$ cat src/rtl/shp_pkg.sv
package shp_pkg;
    // Clock and line rate
    localparam int unsigned CLK_HZ        = 20_000_000;
    localparam int unsigned BAUD          = 9600;
    localparam int unsigned OVERSAMPLE    = 16;
    localparam int unsigned TICK_DIV      = CLK_HZ / (BAUD * OVERSAMPLE);
    localparam int unsigned DATA_BITS     = 8;
    localparam int unsigned HALF_BIT_TICK = OVERSAMPLE / 2;

    // Register indices
    localparam logic [3:0] ADR_CTRL    = 4'h0;
    localparam logic [3:0] ADR_STATUS  = 4'h1;
    localparam logic [3:0] ADR_IRQ_ST  = 4'h2;
    localparam logic [3:0] ADR_IRQ_MSK = 4'h3;
    localparam logic [3:0] ADR_TXDATA  = 4'h4;
    localparam logic [3:0] ADR_RXDATA  = 4'h5;

    // Control register fields
    localparam int unsigned CTRL_PAR_LO  = 0;
    localparam int unsigned CTRL_PAR_HI  = 1;
    localparam int unsigned CTRL_SRQ     = 2;
    localparam int unsigned CTRL_IN_OVL  = 3;
    localparam int unsigned CTRL_OUT_OVL = 4;
    localparam logic [7:0]  CTRL_RESET   = 8'h00;

    // Event bits, shared by irq status and mask
    localparam int unsigned EV_RX_DONE  = 0;
    localparam int unsigned EV_TX_DONE  = 1;
    localparam int unsigned EV_FRAME    = 2;
    localparam int unsigned EV_PARITY   = 3;
    localparam int unsigned EV_OVERRUN  = 4;
    localparam int unsigned EV_BITS     = 5;
    localparam logic [7:0]  MSK_RESET   = 8'h00;

    // Parity modes
    typedef enum logic [1:0] {
        SHP_PAR_NONE = 2'h0,
        SHP_PAR_ODD  = 2'h1,
        SHP_PAR_EVEN = 2'h2,
        SHP_PAR_MARK = 2'h3
    } shp_par_t;

    typedef struct packed {
        logic [3:0] addr;
        logic [7:0] wdata;
        logic       wr;
        logic       rd;
    } shp_bus_t;

    typedef struct packed {
        logic       valid;
        logic [7:0] data;
        logic       frame_err;
        logic       par_err;
    } shp_rx_t;
endpackage : shp_pkg

$ cat src/rtl/shp_rx.sv
`timescale 1ns/10ps
`default_nettype none
module shp_rx
    import shp_pkg::*;
(
    // Clock and reset
    input  wire logic     clk,
    input  wire logic     rst_n,
    // Line, logic level, synchronised
    input  wire logic     line,
    input  wire logic     tick,
    input  wire shp_par_t par_mode,
    // Received character
    output var shp_rx_t   rx
);
    typedef enum {SHP_RX_IDLE, SHP_RX_START, SHP_RX_DATA,
                  SHP_RX_PAR, SHP_RX_STOP} shp_rx_st_t;

    shp_rx_st_t st_q;
    logic [3:0] os_q;
    logic [2:0] bit_q;
    logic [7:0] sh_q;
    logic       par_q;
    logic       perr_q;
    shp_rx_t    rx_q;

    wire        mid       = (os_q == 4'(HALF_BIT_TICK - 1));
    wire        full      = (os_q == 4'(OVERSAMPLE - 1));
    wire        last_bit  = (bit_q == 3'(DATA_BITS - 1));
    wire        par_exp   = (par_mode == SHP_PAR_ODD)  ? ~par_q :
                            (par_mode == SHP_PAR_EVEN) ?  par_q : 1'b1;

    assign rx = rx_q;

    always_ff @(posedge clk or negedge rst_n) begin
        if (!rst_n) begin
            st_q   <= SHP_RX_IDLE;
            os_q   <= 4'h0;
            bit_q  <= 3'h0;
            sh_q   <= 8'h00;
            par_q  <= 1'b0;
            perr_q <= 1'b0;
            rx_q   <= '0;
        end else begin
            rx_q.valid <= 1'b0;
            if (tick) begin
                os_q <= os_q + 4'h1;
                unique case (st_q)
                    SHP_RX_IDLE: begin
                        os_q <= 4'h0;
                        if (!line) begin
                            st_q <= SHP_RX_START;
                        end
                    end
                    SHP_RX_START: begin
                        // Glitch shorter than half a bit is dropped
                        if (mid) begin
                            os_q  <= 4'h0;
                            bit_q <= 3'h0;
                            par_q <= 1'b0;
                            st_q  <= line ? SHP_RX_IDLE : SHP_RX_DATA;
                        end
                    end
                    SHP_RX_DATA: begin
                        if (full) begin
                            sh_q  <= {line, sh_q[7:1]};
                            par_q <= par_q ^ line;
                            bit_q <= bit_q + 3'h1;
                            if (last_bit) begin
                                st_q <= (par_mode == SHP_PAR_NONE) ?
                                        SHP_RX_STOP : SHP_RX_PAR;
                            end
                        end
                    end
                    SHP_RX_PAR: begin
                        if (full) begin
                            perr_q <= (line != par_exp);
                            st_q   <= SHP_RX_STOP;
                        end
                    end
                    SHP_RX_STOP: begin
                        if (full) begin
                            rx_q.valid     <= 1'b1;
                            rx_q.data      <= sh_q;
                            rx_q.frame_err <= ~line;
                            rx_q.par_err   <= perr_q;
                            perr_q         <= 1'b0;
                            st_q           <= SHP_RX_IDLE;
                        end
                    end
                endcase
            end
        end
    end
endmodule : shp_rx
`default_nettype wire

$ cat src/rtl/shp_tx.sv
`timescale 1ns/10ps
`default_nettype none
module shp_tx
    import shp_pkg::*;
(
    // Clock and reset
    input  wire logic     clk,
    input  wire logic     rst_n,
    // Character in
    input  wire logic     start,
    input  wire logic [7:0] data,
    input  wire logic     tick,
    input  wire shp_par_t par_mode,
    // Line, logic level
    output logic          line,
    output logic          busy,
    output logic          done
);
    typedef enum {SHP_TX_IDLE, SHP_TX_SEND} shp_tx_st_t;

    shp_tx_st_t  st_q;
    logic [3:0]  os_q;
    logic [3:0]  left_q;
    logic [10:0] sh_q;
    // Frame waits for a tick so every bit, the start bit too, is whole
    logic        go_q;

    wire par_even = ^data;
    wire par_bit  = (par_mode == SHP_PAR_ODD)  ? ~par_even :
                    (par_mode == SHP_PAR_EVEN) ?  par_even : 1'b1;
    wire with_par = (par_mode != SHP_PAR_NONE);
    // Frame is start, data, optional parity, stop
    wire [10:0] frame_p = {1'b1, par_bit, data, 1'b0};
    wire [10:0] frame_n = {1'b1, 1'b1, data, 1'b0};
    wire        bit_end = tick && (os_q == 4'(OVERSAMPLE - 1));

    assign busy = (st_q == SHP_TX_SEND) || go_q;

    always_ff @(posedge clk or negedge rst_n) begin
        if (!rst_n) begin
            st_q   <= SHP_TX_IDLE;
            os_q   <= 4'h0;
            left_q <= 4'h0;
            sh_q   <= 11'h7FF;
            line   <= 1'b1;
            done   <= 1'b0;
            go_q   <= 1'b0;
        end else begin
            done <= 1'b0;
            unique case (st_q)
                SHP_TX_IDLE: begin
                    line <= 1'b1;
                    // Sent at the next tick, no handshake consulted
                    if (start) begin
                        sh_q   <= with_par ? frame_p : frame_n;
                        left_q <= with_par ? 4'hB : 4'hA;
                        go_q   <= 1'b1;
                    end
                    if (go_q && tick) begin
                        os_q <= 4'h0;
                        go_q <= 1'b0;
                        st_q <= SHP_TX_SEND;
                    end
                end
                SHP_TX_SEND: begin
                    line <= sh_q[0];
                    if (tick) begin
                        os_q <= os_q + 4'h1;
                    end
                    if (bit_end) begin
                        sh_q   <= {1'b1, sh_q[10:1]};
                        left_q <= left_q - 4'h1;
                        if (left_q == 4'h1) begin
                            st_q <= SHP_TX_IDLE;
                            done <= 1'b1;
                        end
                    end
                end
            endcase
        end
    end
endmodule : shp_tx
`default_nettype wire

$ cat src/rtl/shp_top.sv
// Strobed register access and the address map were left to the implementer.
`timescale 1ns/10ps
`default_nettype none
module shp_top
    import shp_pkg::*;
#(
    parameter int unsigned DIV = TICK_DIV
)(
    // Clock and reset
    input  wire logic       mclk,
    input  wire logic       arst_n,
    // Register port
    input  wire shp_pkg::shp_bus_t bus,
    output logic [7:0]      rdata,
    // Serial pins, inverted levels
    input  wire logic       txd_pin,
    output logic            rxd_pin,
    // Handshake and reference pins
    input  wire logic       rts_pin,
    output logic            cts_pin,
    input  wire logic       ref_clock_pos,
    input  wire logic       ref_clock_neg,
    // Status request, active low
    output logic            status_n,
    // Interrupt
    output logic            irq
);
    import shp_pkg::*;

    logic [1:0]  rst_sync_q;
    logic        rst_n;
    logic [2:0]  pin_q;
    logic        line_q;
    logic [15:0] div_q;
    logic        tick_q;
    logic [7:0]  ctrl_q;
    logic [7:0]  msk_q;
    logic [EV_BITS-1:0] ist_q;
    logic [7:0]  rxbuf_q;
    logic        rxfull_q;
    logic        txstart_q;
    logic [7:0]  txdata_q;
    shp_rx_t     rx;
    logic        tx_line;
    logic        tx_busy;
    logic        tx_done;
    logic        unused;

    always_ff @(posedge mclk or negedge arst_n) begin
        if (!arst_n) begin
            rst_sync_q <= 2'h0;
        end else begin
            rst_sync_q <= {rst_sync_q[0], 1'b1};
        end
    end
    assign rst_n = rst_sync_q[1];

    // Oversample tick from the own clock; reference pins are not used
    always_ff @(posedge mclk or negedge rst_n) begin
        if (!rst_n) begin
            div_q  <= 16'h0000;
            tick_q <= 1'b0;
        end else begin
            tick_q <= (div_q == 16'(DIV - 1));
            div_q  <= (div_q == 16'(DIV - 1)) ? 16'h0000 : div_q + 16'h0001;
        end
    end

    // Three-stage sync; change accepted when stages 2 and 3 agree
    always_ff @(posedge mclk or negedge rst_n) begin
        if (!rst_n) begin
            pin_q  <= 3'h0;
            line_q <= 1'b1;
        end else begin
            pin_q <= {pin_q[1:0], txd_pin};
            if (pin_q[2] == pin_q[1]) begin
                line_q <= ~pin_q[2];
            end
        end
    end

    // Handshake and reference pins go nowhere
    assign unused = rts_pin ^ ref_clock_pos ^ ref_clock_neg;

    wire wr_ctrl = bus.wr && (bus.addr == ADR_CTRL);
    wire wr_ist  = bus.wr && (bus.addr == ADR_IRQ_ST);
    wire wr_msk  = bus.wr && (bus.addr == ADR_IRQ_MSK);
    wire wr_tx   = bus.wr && (bus.addr == ADR_TXDATA) && !tx_busy;
    wire rd_rx   = bus.rd && (bus.addr == ADR_RXDATA);
    wire shp_par_t par_mode = shp_par_t'(ctrl_q[CTRL_PAR_HI:CTRL_PAR_LO]);

    wire [EV_BITS-1:0] ev_set;
    assign ev_set[EV_RX_DONE] = rx.valid;
    assign ev_set[EV_TX_DONE] = tx_done;
    assign ev_set[EV_FRAME]   = rx.valid && rx.frame_err;
    assign ev_set[EV_PARITY]  = rx.valid && rx.par_err;
    assign ev_set[EV_OVERRUN] = rx.valid && rxfull_q && !rd_rx;

    wire [EV_BITS-1:0] ist_d = (ist_q & ~(wr_ist ? bus.wdata[EV_BITS-1:0]
                                : '0)) | ev_set;

    // Request from software or from overload
    wire srq = ctrl_q[CTRL_SRQ] | ctrl_q[CTRL_IN_OVL] | ctrl_q[CTRL_OUT_OVL];

    wire [7:0] status_w = {5'h00, tx_busy, rxfull_q, ~srq};
    wire [7:0] rd_mux =
        (bus.addr == ADR_CTRL)    ? ctrl_q :
        (bus.addr == ADR_STATUS)  ? status_w :
        (bus.addr == ADR_IRQ_ST)  ? {3'h0, ist_q} :
        (bus.addr == ADR_IRQ_MSK) ? msk_q :
        (bus.addr == ADR_RXDATA)  ? rxbuf_q : 8'h00;

    always_ff @(posedge mclk or negedge rst_n) begin
        if (!rst_n) begin
            ctrl_q <= CTRL_RESET;
            msk_q  <= MSK_RESET;
        end else begin
            if (wr_ctrl) begin
                ctrl_q <= bus.wdata;
            end
            if (wr_msk) begin
                msk_q <= bus.wdata;
            end
        end
    end

    // Set wins over a write-one clear in the same cycle
    always_ff @(posedge mclk or negedge rst_n) begin
        if (!rst_n) begin
            ist_q <= '0;
        end else begin
            ist_q <= ist_d;
        end
    end

    // Receive holding byte, taken without any flow control
    always_ff @(posedge mclk or negedge rst_n) begin
        if (!rst_n) begin
            rxbuf_q  <= 8'h00;
            rxfull_q <= 1'b0;
        end else begin
            if (rx.valid) begin
                rxbuf_q  <= rx.data;
                rxfull_q <= 1'b1;
            end else if (rd_rx) begin
                rxfull_q <= 1'b0;
            end
        end
    end

    // A write while busy is dropped; software polls tx busy first
    always_ff @(posedge mclk or negedge rst_n) begin
        if (!rst_n) begin
            txstart_q <= 1'b0;
            txdata_q  <= 8'h00;
        end else begin
            txstart_q <= wr_tx;
            if (wr_tx) begin
                txdata_q <= bus.wdata;
            end
        end
    end

    always_ff @(posedge mclk or negedge rst_n) begin
        if (!rst_n) begin
            rdata    <= 8'h00;
            rxd_pin  <= 1'b0;
            cts_pin  <= 1'b0;
            status_n <= 1'b1;
            irq      <= 1'b0;
        end else begin
            rdata    <= bus.rd ? rd_mux : 8'h00;
            rxd_pin  <= ~tx_line;
            cts_pin  <= 1'b0;
            status_n <= ~srq;
            irq      <= |(ist_d & msk_q[EV_BITS-1:0]);
        end
    end

    shp_rx u_rx (
        .clk      (mclk),
        .rst_n    (rst_n),
        .line     (line_q),
        .tick     (tick_q),
        .par_mode (par_mode),
        .rx       (rx)
    );

    shp_tx u_tx (
        .clk      (mclk),
        .rst_n    (rst_n),
        .start    (txstart_q),
        .data     (txdata_q),
        .tick     (tick_q),
        .par_mode (par_mode),
        .line     (tx_line),
        .busy     (tx_busy),
        .done     (tx_done)
    );
endmodule : shp_top
`default_nettype wire

$ cat config.mk
export PLATFORM = sky130hd
export DESIGN_NAME = shp_top
export DESIGN_NICKNAME = d
export VERILOG_FILES = /design/src/rtl/shp_pkg.sv /design/src/rtl/shp_rx.sv /design/src/rtl/shp_tx.sv /design/src/rtl/shp_top.sv
export SDC_FILE = /design/constraint.sdc
export NUM_CORES = 1
export LEC_CHECK = 0
export ABC_CLOCK_PERIOD_IN_PS = 7500
export CAP_MARGIN = 0
export CORE_UTILIZATION = 50
export CTS_CLUSTER_DIAMETER = 100
export DETAILED_ROUTE_END_ITERATION = 12
export DONT_BUFFER_PORTS = 1
export GPL_TIMING_DRIVEN = 0
export PLACE_DENSITY_LB_ADDON = 0.1
export SLEW_MARGIN = 20
export SYNTH_ARGS = -nofsm -noshare
export SYNTH_HDL_FRONTEND = slang
export SYNTH_SLANG_ARGS = --single-unit
$ cat constraint.sdc
create_clock -name mclk -period 7.5 [get_ports mclk]
set_input_delay 1.125 -clock mclk [delete_from_list [all_inputs] [get_ports mclk]]
set_output_delay 1.125 -clock mclk [all_outputs]
set_load 0.03 [all_outputs]
==> impl_metrics.ini, run 1 <==
[sta]
timing.final.crit_share_pct = 30.1
max_freq_mhz = 443
finalSetupTns_ps = 0
grt_setup_unrepaired = no
tightest_slew_ps = 586
setup_viol = 0
hold_ws_ps = 235
slew_headroom_pct = 60.9
fin_crit_ps = 2260
skew_ps = 7.74
hold_violations = 0
finalMaxSlewViolations = 0

[global_routing]
grt_pass1_wl_um = 19000
gr-usage-all-layers_pct = 21.8
grt_max_degree = 58
grt-ovfl-total = 0
grt_pass1_vias = 3698
grt_antenna_before_repair = 0

[drt]
routedWlPerCell_um = 16.6
dr.first_iter.drc_count = 184
routed_wl_um = 11100
via_per_inst = 5.46
antenna_left = 0
drc = 0
vias = 3661
dr.pass1.iters = 4

[critical_path]
critPathRequiredTime_ps = 6380
worstPathArrival_ps = 1130
r2r-end = u_rx.rx[7]
cp_max_fo = 1
ff2ff_path_depth = 6
worst-r2r-setup-slack_ps = 5560
worstSetupPathType = reg -> out
r2r_start = u_rx.os_q[0]
end_kind = output port
critPathLaunchType = flip-flop

[die]
die_h_um = 108
rows = 38
die_w_um = 108
dieArea_um2 = 11600
fp.coreArea_um2 = 10900
start_util_pct = 51.5
num_io_pins = 32

[final_layout]
finalNetCount = 546
finalInstanceArea_um2 = 6450
diodes = 0
nFillCells = 892
utilization_pct = 59.2
multi_input_area_um2 = 2250
layout_commonest_cell = dfrtp_1
drive_gt1_share_pct = 20.3
layout_common_cells = 112 x dfrtp_1, 69 x nand2_1, 42 x mux2_2
syn_to_final_growth_pct = 15.0
seq_area_um2 = 3170
instances_no_fill = 671

[logic_synthesis]
synth_edf_count = 0
syn_area_um2 = 5610
synth_cell_type_count = 57
synth_seq_cells = 126
yosys_most_used_dff = dfrtp_1
yosys_warnings = 0
synth_async_sr_flop_share_pct = 100
ys_seq_area_share_pct = 56.5
postSynthAreaPerCell_um2 = 11.3
synth_nets = 525
syn-instance-count = 497

[power]
leakage_nw = 2.95
pwr_density_cell_nw_per_um2 = 259
ir_worst_vdd_v = 0.000211

[placement]
port_buffers = 0
postPlaceCellArea_um2 = 5840
dp_cells = 639
gp_congestion = 0.816
dpl.hpwl_um = 7880

[clock_network]
post_cts_buffers = 0
cts_tree = yes
cts_buffer_depth = 2
cts.sink_count = 126
numCtsBuffers = 17
root_buffer = clkbuf_8
clkTransAtPathRegs_ps = 60
ctsHtreeMaxLevel = 4
postCtsHoldBufs = 0
cts_resized = 0
clk-insertion-delay-late_ps = 520

[run_status]
outcome = completed

[hold_path]
min-delay-path-class = reg -> async

[job]
drv_cap = 0
Yosys cell counts, types with 2 or more instances:
cell type | count | area share [%]
inv_1 | 19 | 1.3
a22o_1 | 5 | 0.78
nor4_2 | 2 | 0.45
clkbuf_1 | 3 | 0.20
a2bb2oi_1 | 2 | 0.31
a22oi_1 | 5 | 0.67
buf_6 | 3 | 0.60
buf_2 | 8 | 0.71
mux2i_1 | 15 | 2.7
nor2b_1 | 3 | 0.33
a21oi_1 | 15 | 1.3
a21o_1 | 4 | 0.54
and3_1 | 5 | 0.56
nor4_1 | 5 | 0.56
xor2_1 | 8 | 1.2
a31oi_1 | 2 | 0.22
nand2_1 | 69 | 4.6
dfrtp_1 | 113 | 50
nand3_1 | 17 | 1.5
nor2_1 | 28 | 1.9
buf_4 | 3 | 0.40
nand2_2 | 2 | 0.22
xnor2_1 | 16 | 2.5
conb_1 | 2 | 0.13
nand4_1 | 2 | 0.22
buf_1 | 2 | 0.13
o211ai_1 | 3 | 0.40
nor3_1 | 9 | 0.80
or3_1 | 3 | 0.33
dfstp_2 | 13 | 6.1
o21ai_0 | 32 | 2.9
nand2b_1 | 4 | 0.45
ha_1 | 8 | 1.8
mux2_2 | 42 | 8.4
nor4b_1 | 2 | 0.31
o31ai_1 | 2 | 0.27
worst max-delay path by stage:
| stage | cells after the start | to | start | slack, ps |
|---|---|---|---|---|
| floorplan | 0 | ctrl_q[0] | rst_sync_q[1] | 3750 |
| global placement | 0 | u_rx.st_q[0] | rst_sync_q[1] | 2470 |
| detailed placement | 3 | ctrl_q[4] | bus[12] | 4910 |
| CTS | 0 | status_n | status_n | 5220 |
| global route | 0 | status_n | status_n | 5210 |
| finish | 0 | status_n | status_n | 5240 |
through the flow:
stage	setup slack, ps	power (W)
floorplan	3750	0.000806
global placement	2470	0.000827
detailed placement	4910	0.000833
CTS	5220	0.00169
global route	5210	0.00173
finish	5240	0.00167
flip-flops by register name, indices dropped and copies added, names as in the netlist, 3 cells and up:
signal	flops
rxbuf_q	8
pin_q	3
u_rx.bit_q	3
u_rx.rx	11
u_rx.os_q	4
ctrl_q	8
u_rx.st_q	3
u_rx.sh_q	8
ist_q	5
rdata	8
msk_q	8
txdata_q	8
u_tx.left_q	4
u_tx.os_q	4
u_tx.sh_q	10
div_q	16
routing by layer:
metal	vias to the layer above	share of wire [%]	GRT usage, %
met5	-	0	0
met4	0	0.82	6.16
met3	6	4.6	7.32
met2	51	46	33.2
met1	1830	49	29.8
li1	1774	-	-
logic make-up (layout without fill, tap and decap cells):
| logic type | count (synthesis) | in the layout | share of synthesized area, % |
|---|---|---|---|
| AO/OA/AOI/OAI | 83 | 83 | 9.55 |
| flip-flops | 126 | 126 | 56.5 |
| multiplexers | 57 | 57 | 11.1 |
| adder cells (fa/ha/maj) | 8 | 8 | 1.78 |
| AND/OR/NAND/NOR | 159 | 159 | 13.8 |
| other | 2 | 2 | 0.134 |
| XOR/XNOR | 24 | 24 | 3.75 |
| buffers and inverters | 38 | 72 | 3.32 |
report_power, final:
group	internal [W]	total (W)	switching, W	leakage, nW
registers	0.000712	0.000744	0.0000327	1.63
clock network	0.000572	0.000848	0.000276	0.291
logic	0.0000371	0.0000765	0.0000394	1.03
total	0.00132	0.00167	0.000348	2.95
area by class of cell:
cell class	instances	share of cell area, %
Inverter	19	1.11
Sequential cell	126	49.2
Clock inverter	8	2.60
Tap cell	140	2.72
Clock buffer	24	6.83
Multi-Input combinational cell	333	34.9
Timing Repair Buffer	2	0.854
Buffer	19	1.78
Note: power is estimated with default switching activity, not from simulation.
==> run 2: changes to the inputs <==
ABC_CLOCK_PERIOD_IN_PS = 2000   (was 7500)
clock period = 2 ns   (was 7.5 ns; I/O delays follow)
==> run 2 against run 1 <==
Clock power grew to 3.8 times the previous value. Die area is the same. Global-route usage up 0.67 points. Utilization rose by 1.7 points. Via count is 1.6% higher. Count of clock-buffer cells in the layout decreased by 5. Critical path type is now reg -> reg.
==> impl_metrics.ini, run 2 (synthesized netlist as in run 1, its figures left out) <==
[run_status]
outcome = completed

[sta]
finalWorstSetupSlack_ps = 160
fin_crit_ps = 1840
setup_viol = 0
hold_violations = 0
slew_headroom_pct = 61.5
grt_setup_unrepaired = no
finalSetupTns_ps = 0
timing.final.crit_share_pct = 92.0
tightest_slew_ps = 572
max_freq_mhz = 543
finalMaxSlewViolations = 0
skew_ps = 5.89

[drt]
vias = 3718
antenna_left = 0
drc = 0
via_per_inst = 5.42
routedWlPerCell_um = 16.8
dr.pass1.iters = 4
routed_wl_um = 11500
dr.first_iter.drc_count = 221

[final_layout]
instances_no_fill = 686
layout_commonest_cell = dfrtp_1
layout_common_cells = 112 x dfrtp_1, 69 x nand2_1, 42 x mux2_2
diodes = 0
drive_gt1_share_pct = 21.2
finalInstanceArea_um2 = 6640
largest_reg_flops = 16
finalNetCount = 562
syn_to_final_growth_pct = 18.4
regMostFlops = div_q
nFillCells = 878
utilization_pct = 61.0

[critical_path]
worstPathArrival_ps = 2240
end_kind = flip-flop
max_stage_delay_ps = 390
critPathRequiredTime_ps = 2400
cp_top_family = simple AND/OR/NAND/NOR gates
path_cells = ha_2 -> and4_1 -> nand3_1 -> nor2_4 -> buf_4 -> mux2_2
worstSetupPathType = reg -> reg
critPathLaunchType = flip-flop
cp_num_buf_inv = 1
slowest_stage = dfrtp_1
cp_max_fo = 10

[clock_network]
cts_tree = yes
numCtsBuffers = 17
cts.sink_count = 126
ctsHtreeMaxLevel = 4
post_cts_buffers = 0
cts_buffer_depth = 2
clk-insertion-delay-late_ps = 510
clkTransAtPathRegs_ps = 60
root_buffer = clkbuf_8

[placement]
dp_worst_setup_slack_ps = 69.5
dp_cells = 639
gp_congestion = 0.838
postPlaceCellArea_um2 = 5840
dpl.hpwl_um = 7780
port_buffers = 0

[die]
dieArea_um2 = 11600
die_h_um = 108
rows = 38
die_w_um = 108
fp.coreArea_um2 = 10900
start_util_pct = 51.5
num_io_pins = 32

[global_routing]
gr-usage-all-layers_pct = 22.5
grt_pass1_vias = 3683
grt_pass1_wl_um = 19300
grt_antenna_before_repair = 0
grt_max_degree = 55
grt-ovfl-total = 0

[power]
ir_worst_vdd_v = 0.000661
pwr_density_cell_nw_per_um2 = 953
leakage_nw = 3.02

[job]
drv_cap = 0

[hold_path]
min-delay-path-class = in -> reg
-- run 2: layout make-up --
type	instances	area, um2	share of cell area (%)
Inverter	19	71.3	1.07
Timing Repair Buffer	18	215	3.24
Clock buffer	19	442	6.65
Clock inverter	12	185	2.79
Sequential cell	126	3170	47.8
Buffer	19	115	1.73
Multi-Input combinational cell	333	2260	34.1
Tap cell	140	175	2.64
-- run 2: worst register-to-register path: stages (launching register included) --
cell and delay [ps]:
dfrtp_1 390, ha_2 240, and4_1 250, nand3_1 160, nor2_4 150, buf_4 200
mux2_2 350
-- run 2: path summary, 6_finish.rpt --
path	end	depth (start not counted)	startpoint	slack, ps
setup / recovery	u_rx.rx[8]	6	u_rx.os_q[0]	160
hold / removal	ist_q[1]	3	bus[13]	30
setup reg to reg	u_rx.rx[8]	6	u_rx.os_q[0]	160
hold reg to reg	div_q[4]	0	rst_sync_q[1]	250
max in group asynchronous	u_tx.sh_q[7]	2	rst_sync_q[1]	820
min in group asynchronous	div_q[4]	0	rst_sync_q[1]	250
-- run 2: what timing repair did --
item,4_1_cts,5_1_grt
hold buffers,16,0
endpoints found under the hold margin,36,0
resized for setup,0,3
endpoints found under the setup margin,0,7
-- run 2: metrics by stage --
| stage | hold WS, ps | power (W) |
|---|---|---|
| 6_report | 28.4 | 0.00633 |
| 5_1_grt | 34.3 | 0.00657 |
| 4_1_cts | 0.511 | 0.00640 |
| 3_5_place_dp | 4.48 | 0.00312 |
| 3_3_place_gp | 4.47 | 0.00310 |
| 2_1_floorplan | 4.41 | 0.00302 |
-- run 2: layer usage --
metal	routed length [um]	vias up	track usage (%)	part of all wire, %
met4	142	0	6.36	1.2
met5	0	-	0	0
met3	560	17	7.08	4.9
met2	5380	71	34.8	47
met1	5460	1824	30.5	47
li1	-	1806	-	-
-- run 2: power breakdown --
part / internal, W / switching, W
combinational: 0.000164 / 0.000163
clock: 0.00209 / 0.00112
sequential: 0.00267 / 0.000121
==> run 3: changes to the inputs <==
--- a/config.mk
+++ b/config.mk
@@ -13,3 +13,3 @@
 export DONT_BUFFER_PORTS = 1
-export GPL_TIMING_DRIVEN = 0
+export GPL_TIMING_DRIVEN = 1
 export PLACE_DENSITY_LB_ADDON = 0.1
==> constraint.sdc (replaced) <==
create_clock -name mclk -period 2 [get_ports mclk]
set_input_delay 0.1 -clock mclk [delete_from_list [all_inputs] [get_ports mclk]]
set_output_delay 0.1 -clock mclk [all_outputs]
set_load 0.03 [all_outputs]
==> run 3 against run 2 <==
Sequential cell count did not move. Final cell count shrank 0.87%. Critical path depth rose by 1. Sequential share of layout area is 0.55 points higher. Worst setup slack got worse by 100 ps. Global-route usage down 0.54 points. Clock skew is 1.3 ps higher. Clock power down 6%. Combinational power barely moved. First-iteration DRC count down 20%. Power is 3.0% lower.
==> impl_metrics.ini, run 3 (synthesized netlist as in run 1, its figures left out) <==
[critical_path]
cp_max_fo = 10
worstSetupPathType = in -> reg
critPathLaunchType = input pin
end_kind = flip-flop
worstPathArrival_ps = 2350
critPathRequiredTime_ps = 2410

[clock_network]
clkTransAtPathRegs_ps = 60
clk-insertion-delay-late_ps = 520
cts.sink_count = 126
cts_tree = yes
ctsHtreeMaxLevel = 4
root_buffer = clkbuf_8
numCtsBuffers = 17
cts_buffer_depth = 2
post_cts_buffers = 0

[die]
num_io_pins = 32
dieArea_um2 = 11600
rows = 38
die_w_um = 108
die_h_um = 108
start_util_pct = 51.5
fp.coreArea_um2 = 10900

[sta]
grt_setup_unrepaired = no
skew_ps = 7.20
tightest_slew_ps = 566
hold_violations = 0
fin_crit_ps = 1940
max_freq_mhz = 515
timing.final.crit_share_pct = 97.0
setup_viol = 0
slew_headroom_pct = 61.9
finalMaxSlewViolations = 0
finalSetupTns_ps = 0

[final_layout]
largest_reg_flops = 16
nFillCells = 906
regMostFlops = div_q
syn_to_final_growth_pct = 17.0
finalNetCount = 555
layout_commonest_cell = dfrtp_1
drive_gt1_share_pct = 20.4
layout_common_cells = 112 x dfrtp_1, 69 x nand2_1, 42 x mux2_2
diodes = 0

[power]
power_w = 0.00614
leakage_nw = 3.00
ir_worst_vdd_v = 0.000792
pwr_density_cell_nw_per_um2 = 935

[global_routing]
grt_antenna_before_repair = 0
grt_pass1_vias = 3769
grt-ovfl-total = 0
grt_pass1_wl_um = 19100
gr-usage-all-layers_pct = 21.9
grt_max_degree = 37

[drt]
dr.first_iter.drc_count = 176
routed_wl_um = 11100
via_per_inst = 5.42
drc = 0
dr.pass1.iters = 4
vias = 3683
routedWlPerCell_um = 16.3
antenna_left = 0

[placement]
gp_congestion = 0.824
dpl.hpwl_um = 7520
port_buffers = 0

[hold_path]
min-delay-path-class = in -> reg

[job]
drv_cap = 0

[run_status]
outcome = completed
## run 3: critical path: stages
cell and delay (ps):
dlygate4sd3_1 660, nor2_1 190, nand2_1 100, o21ai_0 130, dlygate4sd3_1 570, nor2_1 40, dlygate4sd3_1 550
## run 3: timing repair
| action | in CTS | in global routing |
|---|---|---|
| endpoints found under the hold margin | 43 | 0 |
| resized for setup | 0 | 3 |
| hold buffers | 19 | 0 |
| endpoints found under the setup margin | 0 | 1 |
## run 3: final timing paths
| kind | startpoint | cells past startpoint | end | slack [ps] |
|---|---|---|---|---|
| setup / recovery | bus[10] | 7 | rdata[0] | 60 |
| hold / removal | bus[11] | 4 | rdata[2] | 40 |
| setup reg to reg | ctrl_q[0] | 4 | rdata[0] | 130 |
| hold reg to reg | rst_sync_q[1] | 0 | pin_q[0] | 250 |
| max in group asynchronous | rst_sync_q[1] | 1 | status_n | 1150 |
| min in group asynchronous | rst_sync_q[1] | 0 | pin_q[0] | 250 |
## run 3: cell type report
cell class	instances	area (um2)	area share, %
sequential	126	3170	48.3
multi-input combinational	333	2250	34.3
clock buffer	18	428	6.52
timing repair buffer	30	305	4.65
tap	140	175	2.67
clock inverter	14	159	2.42
inverter	19	71.3	1.09
## run 3: where the power goes
group / leakage (nW) / switching, W / total, W / internal [W]
Sequential: 1.63 / 0.000122 / 0.00279 / 0.00267
Clock: 0.277 / 0.00119 / 0.00302 / 0.00183
Combinational: 1.10 / 0.000167 / 0.000330 / 0.000163
## run 3: per-stage QoR
step | hold slack, ps | util, % | area [um2] | std cells | setup slack [ps]
2_1_floorplan | -196 | - | 5610 | 497 | 304
3_3_place_gp | -196 | 53.1 | 5780 | 629 | 236
3_5_place_dp | -196 | 53.1 | 5780 | 629 | 214
4_1_cts | 11.3 | 60.2 | 6560 | 680 | 45.2
5_1_grt | 30.2 | 60.3 | 6560 | 680 | 23.9
6_report | 37.6 | 60.3 | 6560 | 680 | 59.2
## run 3: routing by layer
metal	up-vias	GRT usage, %	wire (um)
li1	1797	-	-
met1	1812	30.0	5280
met2	58	32.8	5160
met3	16	6.60	439
met4	0	8.71	183
met5	-	0	0
